## src/verilog/wdlp_pkg.sv

```systemverilog
// Constants for the watchdog, clock-failure and low-power supervisor.
// Assumes a single 125 MHz oscillator-derived clock and an AXI4-Lite master.
package wdlp_pkg;
  localparam int CLK_MHZ = 125;
  // Register byte offsets.
  localparam logic [7:0] OFS_KEY = 8'h00;
  localparam logic [7:0] OFS_WDCTL = 8'h04;
  localparam logic [7:0] OFS_WDCNT = 8'h08;
  localparam logic [7:0] OFS_LPCTL = 8'h0c;
  localparam logic [7:0] OFS_WAKESEL = 8'h10;
  localparam logic [7:0] OFS_PLLRATIO = 8'h14;
  localparam logic [7:0] OFS_STATUS = 8'h18;
  localparam logic [7:0] OFS_ENTER = 8'h1c;
  // Field positions.
  localparam int WDCTL_DIS = 0;
  localparam int WDCTL_IRQ = 1;
  localparam int WDCTL_SBWAKE = 2;
  localparam int ST_MISS = 0;
  localparam int ST_DOG = 1;
  localparam int ST_LIMP = 2;
  localparam int ST_BYP = 3;
  // Reset values.
  localparam logic [2:0] WDCTL_RST = 3'h0;
  localparam logic [7:0] LPCTL_RST = 8'h00;
  localparam logic [31:0] WAKESEL_RST = 32'h0000_0000;
  localparam logic [3:0] PLLRATIO_RST = 4'h0;
  // Watchdog key sequence and pulse width.
  localparam logic [7:0] KEY_FIRST = 8'h55;
  localparam logic [7:0] KEY_SECOND = 8'haa;
  localparam logic [7:0] DOG_MAX = 8'hff;
  localparam logic [9:0] DOG_PULSE_CYCLES = 10'h200;
  // Oscillator is declared missing after this long without an edge.
  localparam int MISS_TIME_NS = 1000;
  localparam logic [9:0] MISS_CYCLES = 10'((MISS_TIME_NS * CLK_MHZ) / 1000);
  // Low time that an interrupt-style exit signal must exceed to be recognised.
  localparam logic [7:0] RECOG_CYCLES = 8'h04;
  localparam int PLL_LOCK_CYCLES = 131072;
  // AXI responses.
  localparam logic [1:0] RESP_OKAY = 2'b00;
  localparam logic [1:0] RESP_SLVERR = 2'b10;
  // Power states, one-hot.
  typedef enum logic [3:0] {
    LP_RUN = 4'b0001,
    LP_IDLE = 4'b0010,
    LP_STBY = 4'b0100,
    LP_HALT = 4'b1000
  } wdlp_state_t;
endpackage

```

## src/verilog/wdlp_qual.sv

```systemverilog
// Low-level qualifier: reports a signal that has stayed low for a set count.
// Assumes its input is already synchronised to the clock.
`timescale 1ns/1ps
module wdlp_qual (
  input wire logic aclk,
  input wire logic aresetn,
  input wire logic sig_low,
  input wire logic [7:0] limit,
  output logic hit
);
  logic [7:0] cnt_ff;

  always_ff @(posedge aclk) begin
    if (!aresetn || !sig_low) begin
      cnt_ff <= 8'h00;
    end else if (cnt_ff != 8'hff) begin
      cnt_ff <= cnt_ff + 8'h01;
    end
  end

  // A zero limit still needs one sampled low cycle.
  assign hit = sig_low && (cnt_ff >= limit);
endmodule

```

## src/verilog/wdlp_top.sv

```systemverilog
// Watchdog, oscillator-failure detector and low-power mode controller.
// Assumes an AXI4-Lite master on aclk and raw pins synchronised here.
// Function
// - Oscillator loss with PLL enabled or bypassed keeps CPU clocked from limp clock.
// - Fallback is armed only after the oscillator has toggled at least once.
// - In PLL bypass the CPU clock source switches to limp clock on loss.
// - The watchdog counter holds while running on the limp clock.
// - Oscillator loss resets the device and sets the missing-clock flag.
// - Counter reaching maximum drives dog_reset_out low for 512 clocks.
// - Writing 0x55 then 0xAA to the key register clears the counter.
// - Expiry gives either a reset or a dog_interrupt, as configured.
// - Watchdog runs in STANDBY; its interrupt wakes STANDBY when enabled.
// - In IDLE the dog interrupt reaches the CPU and ends IDLE.
// - In HALT oscillator and PLL stop, so the watchdog does not run.
// - Mode field 00 is IDLE, 01 STANDBY, 1X HALT.
// - IDLE keeps oscillator, CPU clock and system clock out running.
// - STANDBY stops CPU clock, clock out and peripherals but not watchdog.
// - IDLE exits on reset pin, dog interrupt, enabled interrupt or NMI.
// - Selected port A pins, reset, enabled dog interrupt, debugger, NMI exit STANDBY.
// - Selected wake pins are qualified for a programmed cycle count.
// - HALT exits on reset pin, selected port A pin, NMI or debugger.
// - Exit pins are low-active; all but the reset pin must stay low long enough.
// - Output pins keep their state throughout any low-power mode.
// - The debug port keeps its clock while the CPU clock is stopped.
// - PLL bypass means ratio zero, or relocking after a ratio write.
`timescale 1ns/1ps
module wdlp_top
  import wdlp_pkg::*;
#(
  parameter int PLL_LOCK = PLL_LOCK_CYCLES
) (
  input wire logic aclk,
  input wire logic aresetn,
  input wire logic [7:0] s_axi_awaddr,
  input wire logic s_axi_awvalid,
  output logic s_axi_awready,
  input wire logic [31:0] s_axi_wdata,
  input wire logic [3:0] s_axi_wstrb,
  input wire logic s_axi_wvalid,
  output logic s_axi_wready,
  output logic [1:0] s_axi_bresp,
  output logic s_axi_bvalid,
  input wire logic s_axi_bready,
  input wire logic [7:0] s_axi_araddr,
  input wire logic s_axi_arvalid,
  output logic s_axi_arready,
  output logic [31:0] s_axi_rdata,
  output logic [1:0] s_axi_rresp,
  output logic s_axi_rvalid,
  input wire logic s_axi_rready,
  input wire logic osc_sense,
  input wire logic external_reset_pin_n,
  input wire logic ext_nonmask_irq_n,
  input wire logic debug_wake_n,
  input wire logic [31:0] gpio_a,
  input wire logic cpu_irq_pending,
  output logic dog_reset_out_n,
  output logic dog_interrupt,
  output logic sys_reset_n,
  output logic limp_select,
  output logic cpu_src_limp,
  output logic pll_bypass,
  output logic osc_pll_en,
  output logic cpu_clk_en,
  output logic sysclk_out_en,
  output logic periph_clk_en,
  output logic pin_hold,
  output logic jtag_clk_en,
  output logic cpu_wake
);
  logic aw_held_ff, w_held_ff;
  logic [7:0] awaddr_ff;
  logic [31:0] wdata_ff;
  logic [3:0] wstrb_ff;
  logic [2:0] wdctl_ff;
  logic [7:0] lpctl_ff;
  logic [31:0] wakesel_ff;
  logic [3:0] pllratio_ff;
  logic miss_flag_ff, dog_flag_ff;
  logic [35:0] sync1_ff, sync2_ff;
  logic osc_prev_ff, osc_seen_ff, clk_fail_ff;
  logic [9:0] miss_cnt_ff;
  logic [7:0] dog_cnt_ff;
  logic key_armed_ff;
  logic [9:0] pulse_cnt_ff;
  logic [17:0] relock_cnt_ff;
  wdlp_state_t state_ff, nxt_state;
  logic wr_fire, key_wr, key_clear, dog_run, dog_expire, fail_start;
  logic gpio_low, gpio_hit, nmi_hit, dbg_hit, rst_low, wake_now;
  logic [7:0] wr_ofs;
  logic [31:0] rd_val;
  logic rd_hit;

  // Raw pins: oscillator sense, reset, NMI, debug and port A.
  always_ff @(posedge aclk) begin
    if (!aresetn) begin
      sync1_ff <= 36'hf_ffff_fffe;
      sync2_ff <= 36'hf_ffff_fffe;
    end else begin
      sync1_ff <= {gpio_a, debug_wake_n, ext_nonmask_irq_n, external_reset_pin_n, osc_sense};
      sync2_ff <= sync1_ff;
    end
  end

  // AXI4-Lite write channel: address and data taken in either order.
  assign wr_fire = aw_held_ff && w_held_ff && !s_axi_bvalid;
  assign wr_ofs = {awaddr_ff[7:2], 2'b00};
  assign key_wr = wr_fire && (wr_ofs == OFS_KEY) && wstrb_ff[0];

  always_ff @(posedge aclk) begin
    if (!aresetn) begin
      aw_held_ff <= 1'b0;
      w_held_ff <= 1'b0;
      awaddr_ff <= 8'h00;
      wdata_ff <= 32'h0000_0000;
      wstrb_ff <= 4'h0;
      s_axi_bvalid <= 1'b0;
      s_axi_bresp <= RESP_OKAY;
      s_axi_awready <= 1'b1;
      s_axi_wready <= 1'b1;
    end else begin
      // Each ready is kept as the registered inverse of its held flag.
      if (s_axi_awvalid && s_axi_awready) begin
        aw_held_ff <= 1'b1;
        s_axi_awready <= 1'b0;
        awaddr_ff <= s_axi_awaddr;
      end
      if (s_axi_wvalid && s_axi_wready) begin
        w_held_ff <= 1'b1;
        s_axi_wready <= 1'b0;
        wdata_ff <= s_axi_wdata;
        wstrb_ff <= s_axi_wstrb;
      end
      if (wr_fire) begin
        aw_held_ff <= 1'b0;
        w_held_ff <= 1'b0;
        s_axi_awready <= 1'b1;
        s_axi_wready <= 1'b1;
        s_axi_bvalid <= 1'b1;
        s_axi_bresp <= (wr_ofs <= OFS_ENTER && wr_ofs != OFS_WDCNT) ? RESP_OKAY : RESP_SLVERR;
      end else if (s_axi_bvalid && s_axi_bready) begin
        s_axi_bvalid <= 1'b0;
      end
    end
  end

  // Control registers written by software.
  always_ff @(posedge aclk) begin
    if (!aresetn) begin
      wdctl_ff <= WDCTL_RST;
      lpctl_ff <= LPCTL_RST;
      wakesel_ff <= WAKESEL_RST;
      pllratio_ff <= PLLRATIO_RST;
    end else if (wr_fire) begin
      if (wr_ofs == OFS_WDCTL && wstrb_ff[0]) begin
        wdctl_ff <= wdata_ff[2:0];
      end
      if (wr_ofs == OFS_LPCTL && wstrb_ff[0]) begin
        lpctl_ff <= wdata_ff[7:0];
      end
      if (wr_ofs == OFS_WAKESEL) begin
        for (int i = 0; i < 4; i++) begin
          if (wstrb_ff[i]) begin
            wakesel_ff[i*8 +: 8] <= wdata_ff[i*8 +: 8];
          end
        end
      end
      if (wr_ofs == OFS_PLLRATIO && wstrb_ff[0]) begin
        pllratio_ff <= wdata_ff[3:0];
      end
    end
  end

  // A ratio write forces bypass until the lock time has passed.
  always_ff @(posedge aclk) begin
    if (!aresetn) begin
      relock_cnt_ff <= 18'h0_0000;
    end else if (wr_fire && wr_ofs == OFS_PLLRATIO && wstrb_ff[0]) begin
      relock_cnt_ff <= 18'(PLL_LOCK);
    end else if (relock_cnt_ff != 18'h0_0000) begin
      relock_cnt_ff <= relock_cnt_ff - 18'h0_0001;
    end
  end

  // Oscillator monitor: armed by the first edge seen after reset.
  always_ff @(posedge aclk) begin
    if (!aresetn) begin
      osc_prev_ff <= 1'b0;
      osc_seen_ff <= 1'b0;
      miss_cnt_ff <= 10'h000;
      clk_fail_ff <= 1'b0;
    end else begin
      osc_prev_ff <= sync2_ff[0];
      if (sync2_ff[0] != osc_prev_ff) begin
        osc_seen_ff <= 1'b1;
        miss_cnt_ff <= 10'h000;
        clk_fail_ff <= 1'b0;
      end else if (osc_seen_ff && state_ff != LP_HALT) begin
        if (miss_cnt_ff == MISS_CYCLES) begin
          clk_fail_ff <= 1'b1;
        end else begin
          miss_cnt_ff <= miss_cnt_ff + 10'h001;
        end
      end
    end
  end

  assign fail_start = osc_seen_ff && !clk_fail_ff && state_ff != LP_HALT &&
                      sync2_ff[0] == osc_prev_ff && miss_cnt_ff == MISS_CYCLES;

  // Watchdog key sequence.
  assign key_clear = key_wr && wdata_ff[7:0] == KEY_SECOND && key_armed_ff;

  always_ff @(posedge aclk) begin
    if (!aresetn) begin
      key_armed_ff <= 1'b0;
    end else if (key_wr) begin
      key_armed_ff <= (wdata_ff[7:0] == KEY_FIRST);
    end
  end

  // Watchdog counter: frozen on limp clock, in HALT, or when disabled.
  assign dog_run = !wdctl_ff[WDCTL_DIS] && !clk_fail_ff && state_ff != LP_HALT;
  assign dog_expire = dog_run && !key_clear && dog_cnt_ff == DOG_MAX;

  always_ff @(posedge aclk) begin
    if (!aresetn) begin
      dog_cnt_ff <= 8'h00;
    end else if (key_clear) begin
      dog_cnt_ff <= 8'h00;
    end else if (dog_run) begin
      dog_cnt_ff <= dog_cnt_ff + 8'h01;
    end
  end

  // Expiry response and the reset pulse shared with oscillator failure.
  always_ff @(posedge aclk) begin
    if (!aresetn) begin
      dog_interrupt <= 1'b0;
      dog_reset_out_n <= 1'b1;
      sys_reset_n <= 1'b1;
      pulse_cnt_ff <= 10'h000;
    end else begin
      dog_interrupt <= dog_expire && wdctl_ff[WDCTL_IRQ];
      if (dog_expire && !wdctl_ff[WDCTL_IRQ]) begin
        pulse_cnt_ff <= DOG_PULSE_CYCLES - 10'h001;
        dog_reset_out_n <= 1'b0;
        sys_reset_n <= 1'b0;
      end else if (fail_start) begin
        pulse_cnt_ff <= DOG_PULSE_CYCLES - 10'h001;
        sys_reset_n <= 1'b0;
      end else if (pulse_cnt_ff != 10'h000) begin
        pulse_cnt_ff <= pulse_cnt_ff - 10'h001;
      end else begin
        dog_reset_out_n <= 1'b1;
        sys_reset_n <= 1'b1;
      end
    end
  end

  // Status flags: a new event wins over a write-one-to-clear.
  always_ff @(posedge aclk) begin
    if (!aresetn) begin
      miss_flag_ff <= 1'b0;
      dog_flag_ff <= 1'b0;
    end else begin
      if (fail_start) begin
        miss_flag_ff <= 1'b1;
      end else if (wr_fire && wr_ofs == OFS_STATUS && wstrb_ff[0] && wdata_ff[ST_MISS]) begin
        miss_flag_ff <= 1'b0;
      end
      if (dog_expire) begin
        dog_flag_ff <= 1'b1;
      end else if (wr_fire && wr_ofs == OFS_STATUS && wstrb_ff[0] && wdata_ff[ST_DOG]) begin
        dog_flag_ff <= 1'b0;
      end
    end
  end

  // Exit sources, all low-active.
  assign rst_low = !sync2_ff[1];
  assign gpio_low = |(~sync2_ff[35:4] & wakesel_ff);

  wdlp_qual u_gpio_qual (
    .aclk(aclk),
    .aresetn(aresetn),
    .sig_low(gpio_low),
    .limit({2'b00, lpctl_ff[7:2]}),
    .hit(gpio_hit)
  );

  wdlp_qual u_nmi_qual (
    .aclk(aclk),
    .aresetn(aresetn),
    .sig_low(!sync2_ff[2]),
    .limit(RECOG_CYCLES),
    .hit(nmi_hit)
  );

  wdlp_qual u_dbg_qual (
    .aclk(aclk),
    .aresetn(aresetn),
    .sig_low(!sync2_ff[3]),
    .limit(RECOG_CYCLES),
    .hit(dbg_hit)
  );

  // A low pulse no longer than its qualifier limit never hits, so the mode is kept; the reset pin is unqualified.
  always_comb begin
    nxt_state = state_ff;
    wake_now = 1'b0;
    unique case (state_ff)
      LP_RUN: begin
        if (wr_fire && wr_ofs == OFS_ENTER) begin
          if (lpctl_ff[1]) begin
            nxt_state = LP_HALT;
          end else if (lpctl_ff[0]) begin
            nxt_state = LP_STBY;
          end else begin
            nxt_state = LP_IDLE;
          end
        end
      end
      LP_IDLE: begin
        wake_now = rst_low || dog_interrupt || cpu_irq_pending || nmi_hit;
      end
      LP_STBY: begin
        wake_now = rst_low || (dog_interrupt && wdctl_ff[WDCTL_SBWAKE]) || gpio_hit ||
                   dbg_hit || nmi_hit;
      end
      LP_HALT: begin
        wake_now = rst_low || gpio_hit || nmi_hit || dbg_hit;
      end
    endcase
    if (wake_now) begin
      nxt_state = LP_RUN;
    end
  end

  always_ff @(posedge aclk) begin
    if (!aresetn) begin
      state_ff <= LP_RUN;
      cpu_wake <= 1'b0;
    end else begin
      state_ff <= nxt_state;
      cpu_wake <= wake_now;
    end
  end

  // Clock gating and pin hold follow the next state.
  always_ff @(posedge aclk) begin
    if (!aresetn) begin
      cpu_clk_en <= 1'b1;
      sysclk_out_en <= 1'b1;
      periph_clk_en <= 1'b1;
      osc_pll_en <= 1'b1;
      pin_hold <= 1'b0;
      jtag_clk_en <= 1'b1;
    end else begin
      cpu_clk_en <= nxt_state == LP_RUN || nxt_state == LP_IDLE;
      sysclk_out_en <= nxt_state == LP_RUN || nxt_state == LP_IDLE;
      periph_clk_en <= nxt_state == LP_RUN || nxt_state == LP_IDLE;
      osc_pll_en <= nxt_state != LP_HALT;
      pin_hold <= nxt_state != LP_RUN;
      jtag_clk_en <= 1'b1;
    end
  end

  // Clock source selection.
  always_ff @(posedge aclk) begin
    if (!aresetn) begin
      pll_bypass <= 1'b1;
      limp_select <= 1'b0;
      cpu_src_limp <= 1'b0;
    end else begin
      pll_bypass <= pllratio_ff == 4'h0 || relock_cnt_ff != 18'h0_0000;
      limp_select <= clk_fail_ff;
      cpu_src_limp <= clk_fail_ff && pll_bypass;
    end
  end

  // AXI4-Lite read channel.
  always_comb begin
    rd_val = 32'h0000_0000;
    rd_hit = 1'b1;
    unique case ({s_axi_araddr[7:2], 2'b00})
      OFS_KEY, OFS_ENTER: rd_val = 32'h0000_0000;
      OFS_WDCTL: rd_val = {29'h0, wdctl_ff};
      OFS_WDCNT: rd_val = {24'h0, dog_cnt_ff};
      OFS_LPCTL: rd_val = {24'h0, lpctl_ff};
      OFS_WAKESEL: rd_val = wakesel_ff;
      OFS_PLLRATIO: rd_val = {28'h0, pllratio_ff};
      OFS_STATUS: rd_val = {24'h0, state_ff, pll_bypass, clk_fail_ff, dog_flag_ff,
                            miss_flag_ff};
      default: rd_hit = 1'b0;
    endcase
  end

  always_ff @(posedge aclk) begin
    if (!aresetn) begin
      s_axi_rvalid <= 1'b0;
      s_axi_rdata <= 32'h0000_0000;
      s_axi_rresp <= RESP_OKAY;
      s_axi_arready <= 1'b1;
    end else if (s_axi_arvalid && s_axi_arready) begin
      s_axi_rvalid <= 1'b1;
      s_axi_arready <= 1'b0;
      s_axi_rdata <= rd_val;
      s_axi_rresp <= rd_hit ? RESP_OKAY : RESP_SLVERR;
    end else if (s_axi_rvalid && s_axi_rready) begin
      s_axi_rvalid <= 1'b0;
      s_axi_arready <= 1'b1;
    end
  end
endmodule

```

## config.mk

```make
export PLATFORM = sky130hd
export DESIGN_NAME = wdlp_top
export DESIGN_NICKNAME = d
export VERILOG_FILES = /design/src/verilog/wdlp_pkg.sv /design/src/verilog/wdlp_qual.sv /design/src/verilog/wdlp_top.sv
export SDC_FILE = /design/constraint.sdc
export NUM_CORES = 1
export LEC_CHECK = 0
export ABC_CLOCK_PERIOD_IN_PS = 1830
export BUFFER_PORTS_ARGS = -buffer_cell sky130_fd_sc_hd__clkbuf_2
export CORE_MARGIN = 2
export CORE_UTILIZATION = 30
export CTS_BUF_LIST = sky130_fd_sc_hd__clkbuf_4
export CTS_CLUSTER_SIZE = 24
export DETAILED_ROUTE_END_ITERATION = 10
export PLACE_DENSITY_LB_ADDON = 0.3
export SYNTH_ARGS = -nofsm -noshare
export SYNTH_HDL_FRONTEND = slang
export SYNTH_SLANG_ARGS = --single-unit
```

## constraint.sdc

```tcl
create_clock -name aclk -period 1.83 [get_ports aclk]
set_input_delay 0.2745 -clock aclk [delete_from_list [all_inputs] [get_ports aclk]]
set_output_delay 0.2745 -clock aclk [all_outputs]
set_load 0.1 [all_outputs]
```

==> out/results.tsv <==
metric	value	unit
Num Clock Sinks	292	
die height	201	um
routed wire length	33500	um
period utilisation layout	98.2	%
CP required	2.42	ns
DR WL/cell	15.1	um
Crit path depth	6	
Worst-Margin Slew	0.552	ns
total die area	40300	sq um
Static Leak	6.69	nW
placed cells	1981	
R2R Path Start	state_ff[0]	
HPWL after DPL	23200	um
Syn. warnings	0	
Syn Area/Cell	9.01	sq um
fin. max-slew vios	0	
Tot Pwr	16.3	mW
clock buffer depth	3	
Crit path largest cell delay	0.54	ns
Mapped Area	11600	sq um
synthesis-to-finish area growth	38.0	%
worst-skew pair later-pin latency	0.75	ns
clk slew on worst S/H paths	0.07	ns
TritonCTS clock tree	built	
final setup vio count	0	
sw frac	29.6	%
antenna violations before repair	2	
Hold WS	0.0619	ns
Crit Reg-Reg Endpoint	pulse_cnt_ff[1]	
worst path arrival time	2.39	ns
Slew headroom	63.3	%
fmax	0.556	GHz
worst r2r path cells	6	
RSZ-0062 raised after global routing	true	
worst clock skew	0.0643	ns
DR iter-0 viols	475	
Power Internal	11.5	mW
Hold Path Class	in -> reg	
combinational share of power	20.3	%
delay-heaviest family, CP	simple AND/OR/NAND/NOR gates	
Worst Path Max Fanout	5	
via count of the first global-routing pass	10200	
Final min period	1.80	ns
largest net degree at the start of global routing	46	
Routed Antenna Nets	0	
DRC	0	
die width	201	um
FFs w/ async S/R, synth	0	%
Clock Power Share	36.1	%
Worst Hold End	s_axi_rdata[3]	
layout cells sized above 1	25.8	%
GPL Wtd Cong	0.827	
WHS Path Cells	5	
number of port buffers	142	
Max VDD drop	0.550	mV
Sum Neg Setup Slack	0	ns
sequential element share of the synthesized area	50.3	%
sequential fraction of design power	43.6	%
Final Hold Vio Count	0	
GRT Total Usage	16.3	%
Via Count	10200	
starting density of the core	30.2	%
Gate Count Post-Synth	1290	
drt first pass iters	5	
P_sw	4.82	mW
Finished Core Util	41.7	%
CP Cell Sequence	or4b_4 -> buf_6 -> nand4_4 -> nor4_4 -> or2_4 -> o21a_1	
row cnt	72	
status	finished, final reports clean	
Post-Layout Cell Count	2220	
nets	1758	
Hold Crit Start	s_axi_araddr[2]	
Root Buffer	clkbuf_4	
Slowest-stage cell, CP	or4b_4	
max_cap viols	0	
CTS H-tree depth	3	
Distinct cells, synth	72	
Setup crit start kind	register	
io pins	150	
EDFF count, synth	0	
CP Class	reg -> reg	
reg-to-reg slack, setup	0.03	ns
CP Buf/Inv Count	1	
Most used DFF post-synth	dfxtp_1	
pwr/cell area	1020	nW/um^2
Num CTS Buffers	79	
core box area	38500	sq um
via/cell ratio	4.62	
register bit total from synthesis	292	
gr ovfl total	0	
CP endpoint kind	register	
first-pass GRT wire length	52600	um
[worst min-delay path, cell delays in order]
cell,delay [ns]
clkbuf_2,0.09
buf_4,0.15
nand3_1,0.06
a211o_1,0.13
a21oi_1,0.05
[layout make-up]
cell class                      instances  area [sq um]
Multi-Input combinational cell        892          5660
Timing Repair Buffer                  344          2720
Antenna cell                            2          5.00
Tap cell                              518           648
Inverter                               36           138
Clock buffer                          114           856
Clock inverter                         22           146
Sequential cell                       292          5870
Fill cell                            3837         22400
[power groups by stage]
stage	Clock, mW	Sequential, mW	Combinational (mW)
after floorplan	0	7.29	1.91
after global placement	0	7.21	3.01
after detailed placement	0	7.22	3.06
after CTS	6.09	7.09	3.25
after global routing	6.45	7.16	3.70
final	5.88	7.11	3.32
[cells in the mapped netlist (all sizes together) (3+ instances only)]
cell / n / area share, %
a2111oi: 9 / 0.68
a21oi: 107 / 4.6
a221o: 4 / 0.34
a22oi: 5 / 0.32
a31oi: 10 / 0.54
a32o: 4 / 0.34
and2: 9 / 0.48
and3: 14 / 0.75
and3b: 3 / 0.23
and4: 3 / 0.23
buf: 20 / 1.1
clkbuf: 51 / 1.7
dfxtp: 292 / 50
ha: 17 / 1.8
inv: 35 / 1.1
mux2i: 62 / 5.3
nand2: 136 / 4.4
nand2b: 82 / 4.4
nand3: 60 / 2.8
nand3b: 6 / 0.39
nand4: 18 / 1.1
nor2: 141 / 4.6
nor2b: 30 / 1.6
nor3: 24 / 1.2
nor3b: 5 / 0.32
nor4: 9 / 0.54
nor4b: 9 / 0.68
o211a: 3 / 0.26
o211ai: 6 / 0.39
o21a: 3 / 0.19
o21ai: 28 / 1.2
o22ai: 3 / 0.16
or2: 3 / 0.18
or3: 6 / 0.32
or4: 5 / 0.32
or4b: 3 / 0.29
xnor2: 16 / 1.2
xor2: 22 / 1.7
[how the worst max path moves through the flow]
stage / slack, ns / endpoint / startpoint
finish: 0.03 / pulse_cnt_ff[1] / state_ff[0]
global route: -0.05 / periph_clk_en / u_nmi_qual.cnt_ff[6]
CTS: 0.001 / s_axi_rdata[8] / s_axi_rdata[8]
detailed placement: -0.18 / pulse_cnt_ff[3] / wdata_ff[5]
global placement: -0.14 / pulse_cnt_ff[1] / wdata_ff[5]
floorplan: -0.02 / dog_reset_out_n / miss_cnt_ff[0]
[placed cells by master (no fill, tap or decap), types with 5 or more instances in the layout]
master	netlist	final
nor2b_1	30	27
a31oi_1	10	10
buf_12	0	8
clkbuf_2	1	94
dfxtp_1	292	277
nand4_1	17	17
nor2_1	139	139
buf_4	7	96
inv_1	35	34
o21ai_0	26	26
xor2_1	22	22
o211ai_1	6	6
and2_1	9	8
nand3b_1	6	6
dfxtp_2	0	11
and3_1	14	14
nor3_1	21	21
dlygate4sd3_1	0	98
clkbuf_4	0	155
ha_1	17	14
clkinv_1	1	15
nand2_1	136	135
or3_1	6	6
a21oi_1	107	107
nand2b_1	82	82
mux2i_1	62	62
nor4_1	8	5
xnor2_1	16	16
or4_1	5	5
nand3_1	56	56
nor4b_2	0	6
[metrics by stage]
stage	instance area [sq um]	setup slack (ns)
CTS	15700	0.00117
detailed placement	13600	-0.176
floorplan	11700	-0.0185
global route	16000	-0.0485
finish	16000	0.0321
global placement	13600	-0.142
[cells by family after synthesis]
group,synth area share [%]
mux,5.34
compound gates,10.3
fa+ha+maj,1.83
simple gates,25.4
other cells,0.0646
flops,50.3
xor+xnor,2.86
buf+inv,3.91
[metal layers]
metal,wire [um],vias to the layer above,GRT usage [%]
li1,-,5170,-
met1,14500,4742,19.7
met2,16200,257,27.5
met3,1800,76,3.90
met4,925,2,7.04
met5,15,-,0
[flip-flops by register name, indices dropped and copies added, names as in the netlist, 3 cells and up]
| register | count |
|---|---|
| state_ff | 4 |
| wakesel_ff | 32 |
| pulse_cnt_ff | 10 |
| relock_cnt_ff | 18 |
| sync2_ff | 36 |
| lpctl_ff | 8 |
| wdctl_ff | 3 |
| wstrb_ff | 4 |
| wdata_ff | 32 |
| awaddr_ff | 6 |
| dog_cnt_ff | 8 |
| u_nmi_qual.cnt_ff | 8 |
| sync1_ff | 36 |
| u_gpio_qual.cnt_ff | 8 |
| u_dbg_qual.cnt_ff | 8 |
| miss_cnt_ff | 10 |
| pllratio_ff | 4 |
| s_axi_rdata | 32 |
[what timing repair did]
| item | in CTS | in global routing |
|---|---|---|
| setup buffers | 0 | 6 |
| pin swaps | 8 | 16 |
| gates cloned | 0 | 0 |
| gates resized for setup | 66 | 60 |
| endpoints found under the setup margin | 69 | 49 |
| endpoints found under the hold margin | 91 | 0 |
| hold buffers | 98 | 0 |
Power figures use the tool's default switching activity.
